### src/logic/gpio_pkg.sv
// constants shared by the port block, its property checks and its testbench
// assumes a 32-bit apb slave with a 12-bit byte address
package gpio_pkg;
   localparam int NUM_PORTS = 2;
   localparam int PORT_W = 32;
   localparam int ADDR_W = 12;
   // byte address layout: bit 6 picks the port, bits 5..0 the register
   localparam int PORT_SEL_BIT = 6;
   localparam int OFS_MSB = 5;
   localparam int BANK_LSB = 7;
   localparam logic [4:0] BANK_PORTS = 5'h00;
   localparam logic [ADDR_W-1:0] ADDR_GRP_CTRL = 12'h080;
   localparam logic [5:0] OFS_DIR = 6'h00;
   localparam logic [5:0] OFS_MASK = 6'h04;
   localparam logic [5:0] OFS_PIN = 6'h08;
   localparam logic [5:0] OFS_MPIN = 6'h0C;
   localparam logic [5:0] OFS_SET = 6'h10;
   localparam logic [5:0] OFS_CLR = 6'h14;
   localparam logic [5:0] OFS_TGL = 6'h18;
   localparam logic [5:0] OFS_OUT = 6'h1C;
   localparam logic [5:0] OFS_INT_EN = 6'h20;
   localparam logic [5:0] OFS_INT_EDGE = 6'h24;
   localparam logic [5:0] OFS_INT_POL = 6'h28;
   localparam logic [5:0] OFS_INT_STAT = 6'h2C;
   localparam logic [5:0] OFS_GRP_EN = 6'h30;
   localparam logic [5:0] OFS_GRP_POL = 6'h34;
   localparam logic [5:0] OFS_WAKE_EN = 6'h38;
   // group control word fields
   localparam int GRP_AND_BIT = 0;
   localparam int GRP_STAT_BIT = 1;
   localparam logic [PORT_W-1:0] RST_WORD = 32'h00000000;
   localparam logic [PORT_W-1:0] ALL_ONES = 32'hFFFFFFFF;
endpackage : gpio_pkg

### src/logic/gpio_irq_if.sv
// carries one port's pin levels and interrupt setup to its detector
// assumes the controller drives the inputs and reads back the matches
`timescale 1ns/100ps
interface gpio_irq_if #(parameter int W = 32);
   logic [W-1:0] level;
   logic [W-1:0] edge_mode;
   logic [W-1:0] pol;
   logic [W-1:0] grp_en;
   logic [W-1:0] grp_pol;
   logic [W-1:0] event_hit;
   logic grp_any;
   logic grp_all;
   modport ctrl (output level, edge_mode, pol, grp_en, grp_pol,
                 input event_hit, grp_any, grp_all);
   modport detect (input level, edge_mode, pol, grp_en, grp_pol,
                   output event_hit, grp_any, grp_all);
endinterface : gpio_irq_if

### src/logic/gpio_pin_irq.sv
// edge or level detector and group matcher for one port
// assumes levels are already synchronous to mclk
`timescale 1ns/100ps
module gpio_pin_irq #(
   parameter int W = 32
) (
   // clock and reset
   input wire logic mclk,
   input wire logic rst,
   // setup and results
   gpio_irq_if.detect bus
);
   logic [W-1:0] prev;
   logic [W-1:0] active;

   always_ff @(posedge mclk or posedge rst) begin
      if (rst) begin
         prev <= '0;
      end else begin
         prev <= bus.level;
      end
   end

   // active means level equals the chosen polarity
   assign active = ~(bus.level ^ bus.pol);

   assign bus.event_hit = (bus.edge_mode & active & (prev ^ bus.level))
                          | (~bus.edge_mode & active);

   assign bus.grp_any = |(bus.grp_en & ~(bus.level ^ bus.grp_pol));
   assign bus.grp_all = &(~bus.grp_en | ~(bus.level ^ bus.grp_pol));
endmodule : gpio_pin_irq

### src/logic/gpio_port_block.sv
// two-port general purpose i/o block with apb registers and interrupts
// assumes apb4 master on mclk and pins wired through external pads
//
// Decided for this implementation: the APB slave port and the placing of the registers.
`timescale 1ns/100ps
module gpio_port_block
   import gpio_pkg::*;
#(
   parameter int P0_WIDTH = 32,
   parameter int P1_WIDTH = 16
) (
   // clock and reset
   input wire logic mclk,
   input wire logic rst,
   // apb slave
   input wire logic psel,
   input wire logic penable,
   input wire logic pwrite,
   input wire logic [ADDR_W-1:0] paddr,
   input wire logic [PORT_W-1:0] pwdata,
   input wire logic [3:0] pstrb,
   output logic [PORT_W-1:0] prdata,
   output logic pready,
   output logic pslverr,
   // pins
   input wire logic [P0_WIDTH+P1_WIDTH-1:0] pin_in,
   output logic [P0_WIDTH+P1_WIDTH-1:0] pin_out,
   output logic [P0_WIDTH+P1_WIDTH-1:0] pin_oe_n,
   // peripheral function ownership
   input wire logic [P0_WIDTH+P1_WIDTH-1:0] periph_sel,
   input wire logic [P0_WIDTH+P1_WIDTH-1:0] periph_out,
   input wire logic [P0_WIDTH+P1_WIDTH-1:0] periph_oe_n,
   // requests
   output logic irq,
   output logic irq_group,
   output logic wake_req
);
   localparam int NPINS = P0_WIDTH + P1_WIDTH;
   localparam logic [PORT_W-1:0] VALID0 = ALL_ONES >> (PORT_W - P0_WIDTH);
   localparam logic [PORT_W-1:0] VALID1 = ALL_ONES >> (PORT_W - P1_WIDTH);

   logic [NPINS-1:0] pin_sync;
   logic [PORT_W-1:0] lvl [NUM_PORTS];
   logic [PORT_W-1:0] dir [NUM_PORTS];
   logic [PORT_W-1:0] mask [NUM_PORTS];
   logic [PORT_W-1:0] outv [NUM_PORTS];
   logic [PORT_W-1:0] int_en [NUM_PORTS];
   logic [PORT_W-1:0] int_edge [NUM_PORTS];
   logic [PORT_W-1:0] int_pol [NUM_PORTS];
   logic [PORT_W-1:0] int_stat [NUM_PORTS];
   logic [PORT_W-1:0] grp_en [NUM_PORTS];
   logic [PORT_W-1:0] grp_pol [NUM_PORTS];
   logic [PORT_W-1:0] wake_en [NUM_PORTS];
   logic [PORT_W-1:0] hit [NUM_PORTS];
   logic [NUM_PORTS-1:0] any_hit;
   logic [NUM_PORTS-1:0] all_hit;
   logic grp_and;
   logic grp_stat;

   logic wr_stb;
   logic rd_stb;
   logic in_ports;
   logic is_grp;
   logic addr_ok;
   logic sel_port;
   logic [5:0] ofs;
   logic [PORT_W-1:0] lanes;

   function automatic logic [PORT_W-1:0] lane_mask(input logic [3:0] strb);
      lane_mask = {{8{strb[3]}}, {8{strb[2]}}, {8{strb[1]}}, {8{strb[0]}}};
   endfunction : lane_mask

   function automatic logic [PORT_W-1:0] merge(input logic [PORT_W-1:0] old,
                                               input logic [PORT_W-1:0] nv,
                                               input logic [PORT_W-1:0] m);
      merge = (old & ~m) | (nv & m);
   endfunction : merge

   function automatic logic [PORT_W-1:0] valid_bits(input logic p);
      valid_bits = p ? VALID1 : VALID0;
   endfunction : valid_bits

   gpio_sync #(.W(NPINS)) u_sync (
      .mclk(mclk),
      .rst(rst),
      .raw(pin_in),
      .synced(pin_sync)
   );

   assign lvl[0] = PORT_W'(pin_sync[P0_WIDTH-1:0]);
   assign lvl[1] = PORT_W'(pin_sync[NPINS-1:P0_WIDTH]);

   for (genvar p = 0; p < NUM_PORTS; p++) begin : g_port
      gpio_irq_if #(.W(PORT_W)) ibus ();
      assign ibus.level = lvl[p];
      assign ibus.edge_mode = int_edge[p];
      assign ibus.pol = int_pol[p];
      assign ibus.grp_en = grp_en[p];
      assign ibus.grp_pol = grp_pol[p];
      assign hit[p] = ibus.event_hit & valid_bits(1'(p));
      assign any_hit[p] = ibus.grp_any;
      assign all_hit[p] = ibus.grp_all;
      gpio_pin_irq #(.W(PORT_W)) u_det (
         .mclk(mclk),
         .rst(rst),
         .bus(ibus.detect)
      );
   end

   assign in_ports = (paddr[ADDR_W-1:BANK_LSB] == BANK_PORTS)
                     && (paddr[OFS_MSB:0] <= OFS_WAKE_EN)
                     && (paddr[1:0] == 2'h0);
   assign is_grp = (paddr == ADDR_GRP_CTRL);
   assign addr_ok = in_ports || is_grp;
   assign sel_port = paddr[PORT_SEL_BIT];
   assign ofs = paddr[OFS_MSB:0];
   assign lanes = lane_mask(pstrb) & valid_bits(sel_port);
   assign wr_stb = psel && penable && pready && pwrite && addr_ok;
   assign rd_stb = psel && penable && !pready;

   always_ff @(posedge mclk or posedge rst) begin
      if (rst) begin
         pready <= 1'b0;
      end else begin
         pready <= psel && penable && !pready;
      end
   end

   always_ff @(posedge mclk or posedge rst) begin
      if (rst) begin
         pslverr <= 1'b0;
      end else begin
         pslverr <= rd_stb && !addr_ok;
      end
   end

   // read mux, registered so data stands with pready
   always_ff @(posedge mclk or posedge rst) begin
      if (rst) begin
         prdata <= RST_WORD;
      end else if (rd_stb) begin
         prdata <= RST_WORD;
         if (pwrite || !addr_ok) begin
            prdata <= RST_WORD;
         end else if (is_grp) begin
            prdata[GRP_AND_BIT] <= grp_and;
            prdata[GRP_STAT_BIT] <= grp_stat;
         end else begin
            case (ofs)
               OFS_DIR: prdata <= dir[sel_port];
               OFS_MASK: prdata <= mask[sel_port];
               OFS_PIN: prdata <= lvl[sel_port];
               OFS_MPIN: prdata <= lvl[sel_port] & mask[sel_port];
               OFS_OUT: prdata <= outv[sel_port];
               OFS_INT_EN: prdata <= int_en[sel_port];
               OFS_INT_EDGE: prdata <= int_edge[sel_port];
               OFS_INT_POL: prdata <= int_pol[sel_port];
               OFS_INT_STAT: prdata <= int_stat[sel_port];
               OFS_GRP_EN: prdata <= grp_en[sel_port];
               OFS_GRP_POL: prdata <= grp_pol[sel_port];
               OFS_WAKE_EN: prdata <= wake_en[sel_port];
               default: prdata <= RST_WORD;
            endcase
         end
      end
   end

   always_ff @(posedge mclk or posedge rst) begin
      if (rst) begin
         for (int p = 0; p < NUM_PORTS; p++) begin
            dir[p] <= RST_WORD;
         end
      end else if (wr_stb && in_ports && ofs == OFS_DIR) begin
         dir[sel_port] <= merge(dir[sel_port], pwdata, lanes);
      end
   end

   always_ff @(posedge mclk or posedge rst) begin
      if (rst) begin
         for (int p = 0; p < NUM_PORTS; p++) begin
            mask[p] <= RST_WORD;
         end
      end else if (wr_stb && in_ports && ofs == OFS_MASK) begin
         mask[sel_port] <= merge(mask[sel_port], pwdata, lanes);
      end
   end

   // output value register
   always_ff @(posedge mclk or posedge rst) begin
      if (rst) begin
         for (int p = 0; p < NUM_PORTS; p++) begin
            outv[p] <= RST_WORD;
         end
      end else if (wr_stb && in_ports) begin
         case (ofs)
            OFS_PIN, OFS_OUT: outv[sel_port] <= merge(outv[sel_port], pwdata, lanes);
            OFS_MPIN: outv[sel_port] <= merge(outv[sel_port], pwdata,
                                               lanes & mask[sel_port]);
            OFS_SET: outv[sel_port] <= outv[sel_port] | (pwdata & lanes);
            OFS_CLR: outv[sel_port] <= outv[sel_port] & ~(pwdata & lanes);
            OFS_TGL: outv[sel_port] <= outv[sel_port] ^ (pwdata & lanes);
            default: outv[sel_port] <= outv[sel_port];
         endcase
      end
   end

   // interrupt and wake setup, one register per process
   always_ff @(posedge mclk or posedge rst) begin
      if (rst) begin
         for (int p = 0; p < NUM_PORTS; p++) begin
            int_en[p] <= RST_WORD;
         end
      end else if (wr_stb && in_ports && ofs == OFS_INT_EN) begin
         int_en[sel_port] <= merge(int_en[sel_port], pwdata, lanes);
      end
   end

   always_ff @(posedge mclk or posedge rst) begin
      if (rst) begin
         for (int p = 0; p < NUM_PORTS; p++) begin
            int_edge[p] <= RST_WORD;
         end
      end else if (wr_stb && in_ports && ofs == OFS_INT_EDGE) begin
         int_edge[sel_port] <= merge(int_edge[sel_port], pwdata, lanes);
      end
   end

   always_ff @(posedge mclk or posedge rst) begin
      if (rst) begin
         for (int p = 0; p < NUM_PORTS; p++) begin
            int_pol[p] <= RST_WORD;
         end
      end else if (wr_stb && in_ports && ofs == OFS_INT_POL) begin
         int_pol[sel_port] <= merge(int_pol[sel_port], pwdata, lanes);
      end
   end

   always_ff @(posedge mclk or posedge rst) begin
      if (rst) begin
         for (int p = 0; p < NUM_PORTS; p++) begin
            grp_en[p] <= RST_WORD;
         end
      end else if (wr_stb && in_ports && ofs == OFS_GRP_EN) begin
         grp_en[sel_port] <= merge(grp_en[sel_port], pwdata, lanes);
      end
   end

   always_ff @(posedge mclk or posedge rst) begin
      if (rst) begin
         for (int p = 0; p < NUM_PORTS; p++) begin
            grp_pol[p] <= RST_WORD;
         end
      end else if (wr_stb && in_ports && ofs == OFS_GRP_POL) begin
         grp_pol[sel_port] <= merge(grp_pol[sel_port], pwdata, lanes);
      end
   end

   always_ff @(posedge mclk or posedge rst) begin
      if (rst) begin
         for (int p = 0; p < NUM_PORTS; p++) begin
            wake_en[p] <= RST_WORD;
         end
      end else if (wr_stb && in_ports && ofs == OFS_WAKE_EN) begin
         wake_en[sel_port] <= merge(wake_en[sel_port], pwdata, lanes);
      end
   end

   // sticky status, set wins over write-one clear
   always_ff @(posedge mclk or posedge rst) begin
      if (rst) begin
         for (int p = 0; p < NUM_PORTS; p++) begin
            int_stat[p] <= RST_WORD;
         end
      end else begin
         for (int p = 0; p < NUM_PORTS; p++) begin
            if (wr_stb && in_ports && ofs == OFS_INT_STAT && sel_port == 1'(p)) begin
               int_stat[p] <= (int_stat[p] & ~(pwdata & lanes)) | hit[p];
            end else begin
               int_stat[p] <= int_stat[p] | hit[p];
            end
         end
      end
   end

   always_ff @(posedge mclk or posedge rst) begin
      if (rst) begin
         grp_and <= 1'b0;
      end else if (wr_stb && is_grp && pstrb[0]) begin
         grp_and <= pwdata[GRP_AND_BIT];
      end
   end

   // group status; and-mode needs at least one enabled pin
   always_ff @(posedge mclk or posedge rst) begin
      if (rst) begin
         grp_stat <= 1'b0;
      end else begin
         if (grp_and ? (&all_hit && (|grp_en[0] || |grp_en[1])) : |any_hit) begin
            grp_stat <= 1'b1;
         end else if (wr_stb && is_grp && pstrb[0] && pwdata[GRP_STAT_BIT]) begin
            grp_stat <= 1'b0;
         end
      end
   end

   always_ff @(posedge mclk or posedge rst) begin
      if (rst) begin
         irq <= 1'b0;
         irq_group <= 1'b0;
         wake_req <= 1'b0;
      end else begin
         irq <= |(int_stat[0] & int_en[0]) || |(int_stat[1] & int_en[1]);
         irq_group <= grp_stat;
         // wake only where software enabled it
         wake_req <= |(int_stat[0] & wake_en[0]) || |(int_stat[1] & wake_en[1]);
      end
   end

   // pad drive: peripheral owns its pins, gpio the rest
   always_ff @(posedge mclk or posedge rst) begin
      if (rst) begin
         pin_out <= '0;
         pin_oe_n <= '1;
      end else begin
         pin_out <= (periph_sel & periph_out)
                    | (~periph_sel & {outv[1][P1_WIDTH-1:0], outv[0][P0_WIDTH-1:0]});
         pin_oe_n <= (periph_sel & periph_oe_n)
                     | (~periph_sel & ~{dir[1][P1_WIDTH-1:0], dir[0][P0_WIDTH-1:0]});
      end
   end
endmodule : gpio_port_block

### src/logic/gpio_sync.sv
// two-stage synchroniser for the pin inputs
// assumes pins are asynchronous to mclk; only the second stage is read
`timescale 1ns/100ps
module gpio_sync #(
   parameter int W = 48
) (
   // clock and reset
   input wire logic mclk,
   input wire logic rst,
   // levels
   input wire logic [W-1:0] raw,
   output logic [W-1:0] synced
);
   logic [W-1:0] meta;

   always_ff @(posedge mclk or posedge rst) begin
      if (rst) begin
         meta <= '0;
         synced <= '0;
      end else begin
         meta <= raw;
         synced <= meta;
      end
   end
endmodule : gpio_sync

### config.mk
export PLATFORM = sky130hd
export DESIGN_NAME = gpio_port_block
export DESIGN_NICKNAME = d
export VERILOG_FILES = /design/src/logic/gpio_pkg.sv /design/src/logic/gpio_irq_if.sv /design/src/logic/gpio_pin_irq.sv /design/src/logic/gpio_port_block.sv /design/src/logic/gpio_sync.sv
export SDC_FILE = /design/constraint.sdc
export NUM_CORES = 2
export LEC_CHECK = 0
export BUFFER_PORTS_ARGS = -buffer_cell sky130_fd_sc_hd__buf_2
export CAP_MARGIN = 20
export CORE_AREA = 2 2 201 352
export DETAILED_ROUTE_END_ITERATION = 10
export DIE_AREA = 0 0 203 354
export HOLD_SLACK_MARGIN = 0.06
export PLACE_DENSITY = 0.82
export SLEW_MARGIN = 20
export SYNTH_ARGS = -nofsm -noshare
export SYNTH_HDL_FRONTEND = slang
export SYNTH_SLANG_ARGS = --single-unit
### constraint.sdc
create_clock -name mclk -period 50.4 [get_ports mclk]
set_clock_uncertainty 0.2 [all_clocks]
set_input_delay 5.04 -clock mclk [delete_from_list [all_inputs] [get_ports mclk]]
set_output_delay 5.04 -clock mclk [all_outputs]
set_load 0.01 [all_outputs]
==> results.json <==
{
  "num_rows": 128,
  "die-area_sq_um": 71900,
  "critical_path_required_ns": 50.73,
  "p_leak_uw": 0.0224,
  "grt_max_degree": 154,
  "syn_nets": 4033,
  "met3WireLength_um": 18100,
  "drt_iter0_markers": 4317,
  "worstSetupPathType": "in2reg",
  "synth.distinct_cells": 69,
  "reg2reg_depth": 6,
  "wire_per_inst_um": 35.5,
  "cts_tree": "yes",
  "top_layer": "met5",
  "grt_antenna_before_repair": 20,
  "fin_ws_ns": 41.58,
  "cp_common_cell": "buf_4",
  "synth_edf_count": 0,
  "wl_met2_um": 78300,
  "path_clk_slew_ns": 0.07,
  "viasPerCell": 6.93,
  "first_pass_iters": 9,
  "drive_gt1_frac": 0.249,
  "whs_endpoint": "u_sync.synced[12]$_DFF_PP0_",
  "cap_violations": 0,
  "syn_to_final_growth_pct": 11.9,
  "cts_setup_buffers": 0,
  "avgSynthCellArea_sq_um": 11.4,
  "hold_viol_final": 0,
  "crit_slowest_cell": "buf_4",
  "hp-class": "reg2reg",
  "slowest_delay_ns": 0.84,
  "tightest_slew_ns": 1.26,
  "slew_viol_final": 0,
  "netlist_area_sq_um": 42500,
  "regToRegSetupSlack_ns": 46.56,
  "cts_resized": 0,
  "cts_max_path_buffers": 3,
  "path_max_fanout": 86,
  "slew_headroom": 0.158,
  "remaining_drc_errors": 0,
  "io_pins": 378,
  "ys_ff_latch": 919,
  "hold_path_depth": 0,
  "ir_drop_uv": 31.7,
  "fin_crit_sh": 0.175,
  "setup_viol": 0,
  "ant_nets": 0,
  "fp.dieH_um": 354,
  "final.min_clock_period_ns": 8.82,
  "final_cells": 4911,
  "routed_wl_um": 174000,
  "cts_buffers": 82,
  "hp-start": "u_sync.meta[12]$_DFF_PP0_",
  "placed_cells": 4741,
  "status": "finished, final reports clean",
  "synthArstFlopShare": 1.00,
  "dp.final_hpwl_um": 124000,
  "grt_pass1_wl_um": 249000,
  "powerDensity_nw_per_um2": 31.8,
  "r2r-end": "g_port[0].ibus.grp_pol[20]$_DFFE_PP0P_",
  "cts-hold-fix-buffers": 0,
  "clock_latency_ns": 0.68,
  "grt.total_usage": 0.494,
  "ys_warn_count": 0,
  "synth_ff_type": "dfrtp_1",
  "post-place-ws_ns": 40.98,
  "syn_inst": 3724,
  "die_w_um": 203,
  "io_buffers": 377,
  "cp-start-kind": "input port",
  "fmax_mhz": 113,
  "r2r-start": "pready$_DFF_PP0_",
  "clkSinkCount": 919,
  "overflow": 0,
  "path_cells": "buf_8 -> buf_4 -> buf_4 -> buf_4 -> mux2i_1 -> o22ai_1 -> or3_1 -> nor4_1 -> o21ai_0",
  "start_util": 0.616,
  "vias": 34000,
  "cts_root_buffer": "clkbuf_16",
  "gp_congestion": 1.11,
  "core_area_sq_um": 69000,
  "grt_pass1_vias": 34100,
  "rsz0062_at_grt": "no",
  "nets": 4226,
  "final_core_util": 0.689,
  "cts_max_level": 3,
  "endpoint_kind": "flip-flop",
  "synth_seq_area_share": 0.542,
  "drt-met1-wl_um": 53700,
  "crit_arrival_ns": 9.15,
  "final.setup.tns_ns": 0
}
[flip-flops by register name (all words and copies together) (netlist names), 32 cells and up]
name / count
dir: 64
g_port.ibus.edge_mode: 64
g_port.ibus.grp_en: 64
g_port.ibus.grp_pol: 64
g_port.ibus.pol: 64
int_en: 64
int_stat: 64
mask: 64
outv: 64
wake_en: 64
g_port.u_det.prev: 48
pin_oe_n: 48
pin_out: 48
u_sync.meta: 48
u_sync.synced: 48
prdata: 32
[layout by cell type, fill, tap and decap left out, types with 20 or more instances in the layout]
master / Yosys / final
a21o_1: 34 / 34
nand3_1: 39 / 38
nand2b_1: 22 / 21
clkbuf_16: 0 / 89
a22oi_1: 20 / 20
xor2_1: 41 / 41
inv_1: 87 / 86
mux2_2: 336 / 336
buf_4: 0 / 46
mux2_1: 68 / 68
dfstp_2: 48 / 48
ha_1: 64 / 64
o22ai_1: 176 / 176
nand2_1: 417 / 412
a211oi_1: 33 / 33
a21oi_1: 105 / 105
clkbuf_1: 260 / 27
mux2i_1: 290 / 289
o221ai_1: 33 / 33
xnor2_1: 105 / 105
nor2_1: 60 / 57
dfrtp_1: 871 / 871
a221oi_1: 38 / 38
buf_2: 40 / 376
nor4_1: 49 / 49
a22o_1: 35 / 35
o21ai_0: 257 / 257
[metrics by stage]
stage	instance area (sq um)	hold slack [ns]	total power [uW]
3_5_place_dp	44700	0.135	859
4_1_cts	47500	0.145	1510
6_report	47600	0.139	1510
5_1_grt	47600	0.154	1550
2_1_floorplan	42500	0.131	817
3_3_place_gp	44700	0.132	857
[where the power goes]
group	leakage [uW]	total [uW]	switching (uW)	internal [uW]
Combinational	0.00907	90.7	62.1	28.6
Clock	0.00134	663	290	372
Sequential	0.0120	758	8.28	749
[area by class of cell]
cell class,count,area (sq um)
antenna,16,40.0
clock buffer,128,2490
clock inverter,24,297
fill,5230,21400
inverter,87,334
multi-input combinational,2400,17900
sequential,919,23100
tap,910,1140
timing repair buffer,427,2310
[worst max-delay path by stage]
stage                  start                     end  slack, ns  depth (start not counted)
floorplan                rst      dir[0]$_DFFE_PP0P_      19.40                          1
global placement    paddr[6]  prdata[14]$_DFFE_PP0P_      41.01                          9
detailed placement  paddr[6]  prdata[23]$_DFFE_PP0P_      40.98                          9
CTS                 paddr[6]  prdata[23]$_DFFE_PP0P_      41.66                          9
global route        paddr[6]  prdata[23]$_DFFE_PP0P_      41.39                          9
finish              paddr[6]  prdata[14]$_DFFE_PP0P_      41.58                          9
[layer usage]
layer | track usage | up-vias
li1 | - | 13700
met1 | 0.524 | 16600
met2 | 0.753 | 2685
met3 | 0.164 | 1033
met4 | 0.505 | 6
met5 | 0.00135 | -
[logic make-up (layout without fill, tap and decap cells)]
logic type / after synthesis / count (layout) / share of synthesized area
compound gates: 758 / 758 / 0.111
xor+xnor: 146 / 146 / 0.0301
fa+ha+maj: 64 / 64 / 0.0188
buf+inv: 405 / 666 / 0.0374
flops: 919 / 919 / 0.542
mux: 701 / 701 / 0.178
other cells: 0 / 16 / 0
simple gates: 731 / 731 / 0.0823
[worst max-delay path: cells and delay by family]
kind / cells / cell delay (ns)
and+or+nand+nor: 2 / 0.62
muxes: 1 / 0.30
buffers and inverters: 4 / 2.86
AOI/OAI and AO/OA: 2 / 0.19
[synth_stat cells (7+ instances only)]
master	instances	area (sq um)
xnor2_1	105	920
a221oi_1	38	333
inv_1	87	327
buf_2	40	200
mux2_2	336	3780
nand4_1	18	113
o221ai_1	33	289
a211oi_1	33	248
nand2_1	417	1570
xor2_1	41	359
nand2b_1	22	138
nor4_1	49	307
nor2_2	8	50.1
a21oi_1	105	526
a21o_1	34	255
ha_1	64	801
mux2_1	68	766
a22oi_1	20	150
nand3_1	39	195
or4_1	19	143
or3_1	13	81.3
nand2_4	11	124
nor2b_1	19	119
o21ai_0	257	1290
nor3_1	15	75.1
o22ai_1	176	1100
nor2_1	60	225
dfrtp_1	871	21800
mux2i_1	290	2900
clkbuf_1	260	976
dfstp_2	48	1260
mux2_4	7	105
a22o_1	35	307
buf_1	16	60.1
(Power assumes the default switching activity.)
